## src/common/bsrp_pkg.sv

```systemverilog
package bsrp_pkg;
    localparam int unsigned BSRP_RAM_DEPTH = 512;
    localparam int unsigned BSRP_PTR_W = 9;
    localparam logic [7:0] BSRP_REG_LAST = 8'h1b;
    localparam logic [7:0] BSRP_REG_WRAP = 8'h00;
    localparam logic [7:0] BSRP_PTR_UPPER_ADDR = 8'h1a;
    localparam logic [7:0] BSRP_PTR_LOWER_ADDR = 8'h1b;
    localparam logic [7:0] BSRP_WRITE_PORT_ADDR = 8'h1c;
    localparam logic [7:0] BSRP_READ_PORT_ADDR = 8'h1d;
    localparam int unsigned BSRP_TOP_BIT_POS = 0;
    localparam logic [8:0] BSRP_PTR_RESET = 9'h000;
    localparam logic [7:0] BSRP_RDATA_RESET = 8'h00;

    // one byte-level event from the serial front end
    typedef struct packed {
        logic sel;
        logic wr;
        logic rd;
        logic [7:0] addr;
        logic [7:0] wdata;
    } bsrp_req_type;

    typedef struct packed {
        logic valid;
        logic [7:0] data;
    } bsrp_rsp_type;
endpackage

```

## src/rtl/bsrp_port.sv

```systemverilog
`timescale 1ns/1ps
// How it works
// RQ1: 512-byte RAM kept while battery powers device
// RQ2: 9-bit pointer, top bit 1Ah, low 1Bh
// RQ3: register pointer auto-increments, wraps 1Bh to 00h
// RQ4: RAM written only via write port 1Ch
// RQ5: RAM read only via read port 1Dh
// RQ6: host loads pointer then streams writes at 1Ch
// RQ7: host loads pointer then streams reads at 1Dh
// RQ8: RAM pointer increments per data byte, wraps
// RQ9: on battery, interface ignored, outputs undriven
module bsrp_port (
    // clock and reset
    input wire logic sys_clk,
    input wire logic rst,
    // serial front end, byte events
    input bsrp_pkg::bsrp_req_type req,
    output bsrp_pkg::bsrp_rsp_type rsp,
    // power state, asynchronous to sys_clk
    input wire logic on_battery,
    output logic if_out_en,
    // pointer state
    output logic [7:0] reg_ptr,
    output logic [8:0] sram_pointer_full
);
    import bsrp_pkg::*;

    logic [2:0] batt_sync_q;
    logic batt_q;
    logic [7:0] reg_ptr_q;
    logic [8:0] ptr_q;
    logic [7:0] rdata_q;
    logic rvalid_q;
    logic oe_q;
    logic ram_we;
    logic [7:0] ram_rdata;
    logic acc;
    logic wr_ok;
    logic rd_ok;
    logic [7:0] reg_next;

    // three stages; change accepted once stages two and three agree
    always_ff @(posedge sys_clk or posedge rst) begin
        if (rst) begin
            batt_sync_q <= 3'h0;
        end else begin
            batt_sync_q <= {batt_sync_q[1:0], on_battery};
        end
    end

    always_ff @(posedge sys_clk or posedge rst) begin
        if (rst) begin
            batt_q <= 1'b0;
        end else if (batt_sync_q[1] == batt_sync_q[2]) begin
            batt_q <= batt_sync_q[2];
        end
    end

    // front end events are gated while on battery
    assign acc = (req.wr | req.rd) & ~batt_q; // [RQ9]
    assign wr_ok = req.wr & ~batt_q;
    assign rd_ok = req.rd & ~batt_q;

    // register pointer: select loads it, each data byte advances it except at ports 1Ch and 1Dh
    assign reg_next = (reg_ptr_q == BSRP_REG_LAST) ? BSRP_REG_WRAP : reg_ptr_q + 8'h01; // [RQ3]

    always_ff @(posedge sys_clk or posedge rst) begin
        if (rst) begin
            reg_ptr_q <= BSRP_REG_WRAP;
        end else if (req.sel & ~batt_q) begin
            reg_ptr_q <= req.addr;
        end else if (acc && reg_ptr_q != BSRP_WRITE_PORT_ADDR && reg_ptr_q != BSRP_READ_PORT_ADDR) begin
            // command ports hold the pointer so a stream stays on RAM
            reg_ptr_q <= reg_next; // [RQ3] [RQ4] [RQ5]
        end
    end

    assign ram_we = wr_ok & (reg_ptr_q == BSRP_WRITE_PORT_ADDR) & ~req.sel; // [RQ4]

    always_ff @(posedge sys_clk or posedge rst) begin
        if (rst) begin
            ptr_q <= BSRP_PTR_RESET;
        end else if (~req.sel & wr_ok & (reg_ptr_q == BSRP_PTR_UPPER_ADDR)) begin
            ptr_q[8] <= req.wdata[BSRP_TOP_BIT_POS]; // [RQ2]
        end else if (~req.sel & wr_ok & (reg_ptr_q == BSRP_PTR_LOWER_ADDR)) begin
            ptr_q[7:0] <= req.wdata; // [RQ2]
        end else if (~req.sel & ((wr_ok & reg_ptr_q == BSRP_WRITE_PORT_ADDR)
                     | (rd_ok & reg_ptr_q == BSRP_READ_PORT_ADDR))) begin
            ptr_q <= ptr_q + 9'h001; // [RQ8] 9-bit add wraps 511 to 0
        end
    end

    always_ff @(posedge sys_clk or posedge rst) begin
        if (rst) begin
            rdata_q <= BSRP_RDATA_RESET;
            rvalid_q <= 1'b0;
        end else begin
            rvalid_q <= rd_ok & ~req.sel;
            if (rd_ok & ~req.sel) begin
                unique case (reg_ptr_q)
                    BSRP_PTR_UPPER_ADDR: rdata_q <= {7'h00, ptr_q[8]};
                    BSRP_PTR_LOWER_ADDR: rdata_q <= ptr_q[7:0];
                    BSRP_READ_PORT_ADDR: rdata_q <= ram_rdata; // [RQ5]
                    default: rdata_q <= 8'h00;
                endcase
            end
        end
    end

    always_ff @(posedge sys_clk or posedge rst) begin
        if (rst) begin
            oe_q <= 1'b0;
        end else begin
            oe_q <= ~batt_q; // [RQ9]
        end
    end

    // memory lives outside the reset domain
    bsrp_sram u_sram (
        .sys_clk(sys_clk),
        .we(ram_we), // [RQ1]
        .addr(ptr_q),
        .wdata(req.wdata),
        .rdata(ram_rdata)
    );

    assign rsp = '{valid: rvalid_q, data: rdata_q};
    assign if_out_en = oe_q;
    assign reg_ptr = reg_ptr_q;
    assign sram_pointer_full = ptr_q;
endmodule

```

## src/rtl/bsrp_sram.sv

```systemverilog
`timescale 1ns/1ps
module bsrp_sram (
    // clock
    input wire logic sys_clk,
    // port
    input wire logic we,
    input wire logic [8:0] addr,
    input wire logic [7:0] wdata,
    output logic [7:0] rdata
);
    import bsrp_pkg::*;
    // array has no reset: contents must survive controller reset
    logic [7:0] mem [0:BSRP_RAM_DEPTH-1];

    always_ff @(posedge sys_clk) begin
        if (we) begin
            mem[addr] <= wdata;
        end
    end

    assign rdata = mem[addr];
endmodule

```

## config.mk

```make
export PLATFORM = sky130hd
export DESIGN_NAME = bsrp_port
export DESIGN_NICKNAME = d
export VERILOG_FILES = /design/src/common/bsrp_pkg.sv /design/src/rtl/bsrp_port.sv /design/src/rtl/bsrp_sram.sv
export SDC_FILE = /design/constraint.sdc
export NUM_CORES = 2
export LEC_CHECK = 0
export BUFFER_PORTS_ARGS = -buffer_cell sky130_fd_sc_hd__buf_2
export CAP_MARGIN = 25
export CELL_PAD_IN_SITES_DETAIL_PLACEMENT = 1
export CELL_PAD_IN_SITES_GLOBAL_PLACEMENT = 1
export CORE_ASPECT_RATIO = 0.9
export CORE_MARGIN = 8
export CORE_UTILIZATION = 53
export CTS_CLUSTER_SIZE = 30
export DETAILED_ROUTE_END_ITERATION = 16
export PLACE_DENSITY_LB_ADDON = 0.25
export SYNTH_ARGS = -nofsm -noshare
export SYNTH_HDL_FRONTEND = slang
export SYNTH_SLANG_ARGS = --single-unit
```

## constraint.sdc

```tcl
create_clock -name sys_clk -period 6.36 [get_ports sys_clk]
set_clock_uncertainty 0.2 [all_clocks]
set_input_delay 0.636 -clock sys_clk [delete_from_list [all_inputs] [get_ports sys_clk]]
set_output_delay 0.636 -clock sys_clk [all_outputs]
set_load 0.05 [all_outputs]
```

Word-level counts from Yosys, hierarchy flattened. Memory sizes are Yosys's and may differ from the RTL's. Cells that the tools add are included.

$add $sub $neg: 2. Eq/ne operators: 8. Muxes and demuxes: 10. Bitwise gates (word level): 17. Reduce and logical (&&, ||, !) cells: 7.

Operator list (number): $eq 8x5->1 const B (4); $mux 8 (4); $pmux 8 s3 (1); $ne 8x5->1 const B (2); $and 1x1->1 (12); $add 9x1->9 const B (1); $mux 9 (1); $add 8x1->8 const B (1); $reduce_bool 2->1 (3); $mux 1 (4); $reduce_and 2->1 (2); $not 1->1 (3); $logic_and 1x1->1 (2); $ne 2x2->1 const B (1); $or 1x1->1 (2); $eq 1x1->1 (1).

Bits in registers: 31. Bits in writable memories: 4096. Word-level logic and storage cells: 53. Memories kept: 1.

Memory list: u_sram.mem (words 512, width 8, rd ports 1, clocked after Yosys merged registers in 0, write ports 1, RTL line bsrp_sram.sv:13) `logic [7:0] mem [0:BSRP_RAM_DEPTH-1];`.

Longest topological paths before layout.
Depth after elaboration: 8. Mapped depth: 14. Depth with buffers taken out: 9.

Cells and area by module. A second synthesis with hierarchy kept.

Cell total of the unflattened synthesis: 7757. Area, all modules: 159949.7 um^2.

Modules (own cells, without submodules): bsrp_sram (times used 1, cells each 7567, area each 158199.2 um^2, sequential area each 122998.0 um^2); bsrp_port (times used 1, cells each 190, area each 1750.4 um^2, sequential area each 775.7 um^2).

Worst setup path after synthesis. OpenSTA, ideal clock, no wires.

Path type: reg2reg. Start point: register ptr_q[5], in the netlist sram_pointer_full[5]. End point: memory u_sram.mem[102][0] (enable). Library setup time: 0.370 ns. Arrival: 3.277 ns. Data required time: 5.790 ns. Setup slack: 2.513 ns. Stages on the path, launching flop included: 11. Buffers on the path: 7. Period minus slack after synthesis: 3.847 ns. Path through: dfrtp_1 > clkbuf_1 > buf_4 > buf_2 > buf_4 > buf_2 > buf_2 > nor3b_1 > nand2_1 > buf_2 > nor2_1.

RTL lines: start: declaration (RTL line bsrp_port.sv:31) `logic [8:0] ptr_q;`; start signal: assignment (RTL line bsrp_port.sv:86) `ptr_q[7:0] <= req.wdata;`; start signal: assignment (RTL line bsrp_port.sv:89) `ptr_q <= ptr_q + 9'h001;`; end: declaration (RTL line bsrp_sram.sv:13).

No word-level cell before the write port.

Worst setup path after layout.
Start point: register ptr_q[1], in the netlist sram_pointer_full[1]. End point: register rdata_q[7].

Longest elaborated chain between the ends: 2.

Ends and longest elaborated chain: $mem_v2 512x8; $pmux 8 s3 (RTL line bsrp_port.sv:100) `unique case (reg_ptr_q)`; end signal: assignment (RTL line bsrp_port.sv:101) `BSRP_PTR_UPPER_ADDR: rdata_q <= {7'h00, ptr_q[8]};`; end signal: assignment (RTL line bsrp_port.sv:102) `BSRP_PTR_LOWER_ADDR: rdata_q <= ptr_q[7:0];`; end signal: assignment (RTL line bsrp_port.sv:103) `BSRP_READ_PORT_ADDR: rdata_q <= ram_rdata;`; end: declaration (RTL line bsrp_port.sv:32) `logic [7:0] rdata_q;`.

No other way between the ends. A chain may end at the register's enable or synchronous reset.

==> run metrics <==
critical path's top delay family simple AND/OR/NAND/NOR gates; largest net degree at the start of global routing about 200; DR DRC count 0; CTS tree built; Fill cells between 20000 and 25000; total number of vias roughly 90000; Root Driver clkbuf_16; Crit path arrival time 6050 ps; total global routing track utilization between 30% and 40%; die height 538 um; Final Routed Wirelength 524000 um; port buffer count 48; # IOs 49; Syn Nets about 7900; final antenna-violating net count 0; critical-path maximum fanout 40; WP depth 9; Avg Cell Area, Syn 20.5 um^2; Worst path max stage delay 1010 ps; first-pass detailed-route iteration total 9; RSZ-0062 raised after global routing false; Post-synth EDFFs roughly 4100; Adder-Cell Fraction of Synth Area less than 1%; CTS buffer count ~400; Hold Fails Final Rpt 0; DR iter-0 viols 15000; Post-Layout Cell Count 12500; Core Rows 191; CP required 6940 ps; mux cell area share after synthesis 14.5%; # placed instances between 10000 and 15000; largest family of logic cells by synthesized area multiplexers; r2r worst-path depth 9; via density per instance 7.12; die area 0.320 mm^2; post-DP HPWL 330000 um; Final TNS setup 0 ps; worst min-delay path category in -> reg; top_reg_cell synth edfxtp_1; total chip power 60.5 mW; Final Net Count 8224; fin. max-slew vios 0; Die Width approximately 600 um; Syn. warnings 0; Clk pin slew, worst setup/hold paths 70 ps; complex-gate fraction of the synthesized area about 3.3%; clock sink count approximately 4100; IR Drop Worst-Case VDD roughly 0.27 mV; final-report setup violation count 0; flops & latches, synth around 4100; Post-Synth XOR/XNOR Area 0.00547%; Buf/Inv on CP 2; Initial Util 53.2%; Min-Delay Path Depth 3; CP startpoint kind flop; vias in the first global route just under 90000; layout cells sized above 1 23.0%; Synth Instances 7822; clk buf depth 4; cell area after synthesis between 0.15 and 0.2 mm^2; Netlist cell types 78; simple-gate share of the synthesized area 3.36%; GRT Residual Overflow 0; first-pass GRT wire length 718000 um; Avg WL per Cell 41.9 um; Crit-path slowest cell nor4_1; initial antenna violation count 58; GP Congestion 0.982; status complete, no violations; Tmin final 5470 ps; Core Region approximately 0.30 mm^2; relative slew slack 7.10%; total of max-cap violations 0; critical path class reg -> reg; FFs w/ async S/R, synth 0.751%; achievable frequency 0.183 GHz; post-synthesis sequential area ratio 77.3%; worst skew pair latency roughly 990 ps; htree depth 5; worst path cell trace buf_16 > buf_12 > mux2i_1 > o22ai_1 > or4_1 > a211oi_1 > o2111ai_1 > nor4_1 > a32oi_1; Static Leak ~55 nW; final worst path period share around 86%; Least-Margin Pin Slew 1390 ps; synthesis-to-finish area growth 12.7%; pwr dens 335 mW/mm^2; CP Capture Type flop
-- path summary, 6_finish.rpt --
path,from,to,slack [ps]
min in group asynchronous,rst,reg_ptr[6],210
max in group asynchronous,rst,sram_pointer_full[2],4940
hold reg to reg,batt_sync_q[0],batt_sync_q[1],160
setup / recovery,sram_pointer_full[1],rdata_q[7],890
hold / removal,req[18],reg_ptr[4],110
setup reg to reg,sram_pointer_full[1],rdata_q[7],890
-- area by class of cell --
class | count | area (um^2) | share of cell area [%]
Sequential cell | 4127 | 124000 | 68.6
Multi-Input combinational cell | 3188 | 34300 | 19.0
Clock buffer | 509 | 10700 | 5.91
Tap cell | 3956 | 4950 | 2.74
Timing Repair Buffer | 465 | 4340 | 2.41
Clock inverter | 228 | 2300 | 1.27
Antenna cell | 22 | 55.1 | 0.0305
Inverter | 10 | 43.8 | 0.0243
-- registers in the layout (all words and copies together), names as in the netlist --
signal             count
if_out_en              1
batt_q                 1
batt_sync_q            3
reg_ptr                8
rdata_q                8
sram_pointer_full      9
rvalid_q               1
u_sram.mem          4096
-- layer usage --
layer  wire, um  track usage (%)  vias up
met5        161                0        -
met2     230000             47.1     7215
met1     192000             44.2    47000
li1           -                -    33300
met3      72900             10.7     1373
met4      28600             14.1       24
-- cells in the mapped netlist (all sizes together) (49+ instances only) --
cell | number | share of area [%]
clkbuf | 192 | 0.45
buf | 305 | 1.1
mux2i | 381 | 2.4
nand3 | 81 | 0.25
o21ai | 53 | 0.17
a21oi | 84 | 0.26
nand2 | 217 | 0.51
a22o | 49 | 0.27
o22ai | 98 | 0.38
a31oi | 68 | 0.27
mux4 | 847 | 12
edfxtp | 4096 | 77
a22oi | 178 | 0.83
a221oi | 61 | 0.33
nand4 | 78 | 0.30
nor2 | 597 | 1.4
-- placed cells by master, fill, tap and decap left out, types with 14 or more instances in the layout --
cell,instances
nor2_1,585
clkinv_1,88
a21oi_1,84
a31oi_1,68
nand4_1,78
buf_2,47
bufinv_16,37
nand2_1,201
o211ai_1,16
a32oi_1,22
mux2i_1,381
buf_12,63
nand3_1,81
nand2_4,16
buf_4,323
edfxtp_1,4096
and2_1,16
dfrtp_1,26
clkbuf_16,409
a221oi_1,61
and3_1,16
clkinv_2,69
a22o_1,49
a211oi_1,25
o21ai_0,52
dlygate4sd3_1,17
clkbuf_1,94
nor2b_1,14
diode_2,22
a22oi_1,178
mux4_2,847
nor3_1,32
clkinvlp_4,14
o22ai_1,98
mux2_2,30
nor4_1,30
-- tightest hold or removal path, cell delays in order --
cell     delay [ps]
buf_2           110
nand2_1         390
a21oi_1         120
-- what timing repair did --
item                      4_1_cts  5_1_grt
hold buffers                   17        0
resized for setup               0        0
hold endpoints to repair      304        0
setup buffers                   0        0
-- where the power goes --
part	total [mW]	switching [mW]	internal (mW)	leakage, nW
combinational	6.60	4.04	2.56	12.0
sequential	30.0	0.0778	29.9	37.2
clock	23.9	10.5	13.4	6.30
-- logic make-up (layout without fill, tap and decap cells) --
group,Yosys count,in the layout
AO/OA/AOI/OAI,736,736
XOR/XNOR,1,1
adder cells (fa/ha/maj),9,9
buffers and inverters,507,1212
flip-flops,4127,4127
multiplexers,1258,1258
other,0,22
AND/OR/NAND/NOR,1184,1184
-- per-stage QoR --
stage / cell area [um^2] / hold slack (ps) / utilization (%) / worst slack (ps)
2_1_floorplan: 160000 / 131 / - / 2510
3_5_place_dp: 167000 / 145 / 55.6 / 1290
6_report: 180000 / 108 / 60.0 / 889
5_1_grt: 180000 / 90.3 / 60.0 / 1100
4_1_cts: 180000 / 71.7 / 59.9 / 1180
3_3_place_gp: 167000 / 143 / 55.5 / 491
No activity file was read; power rests on OpenSTA's default activity.
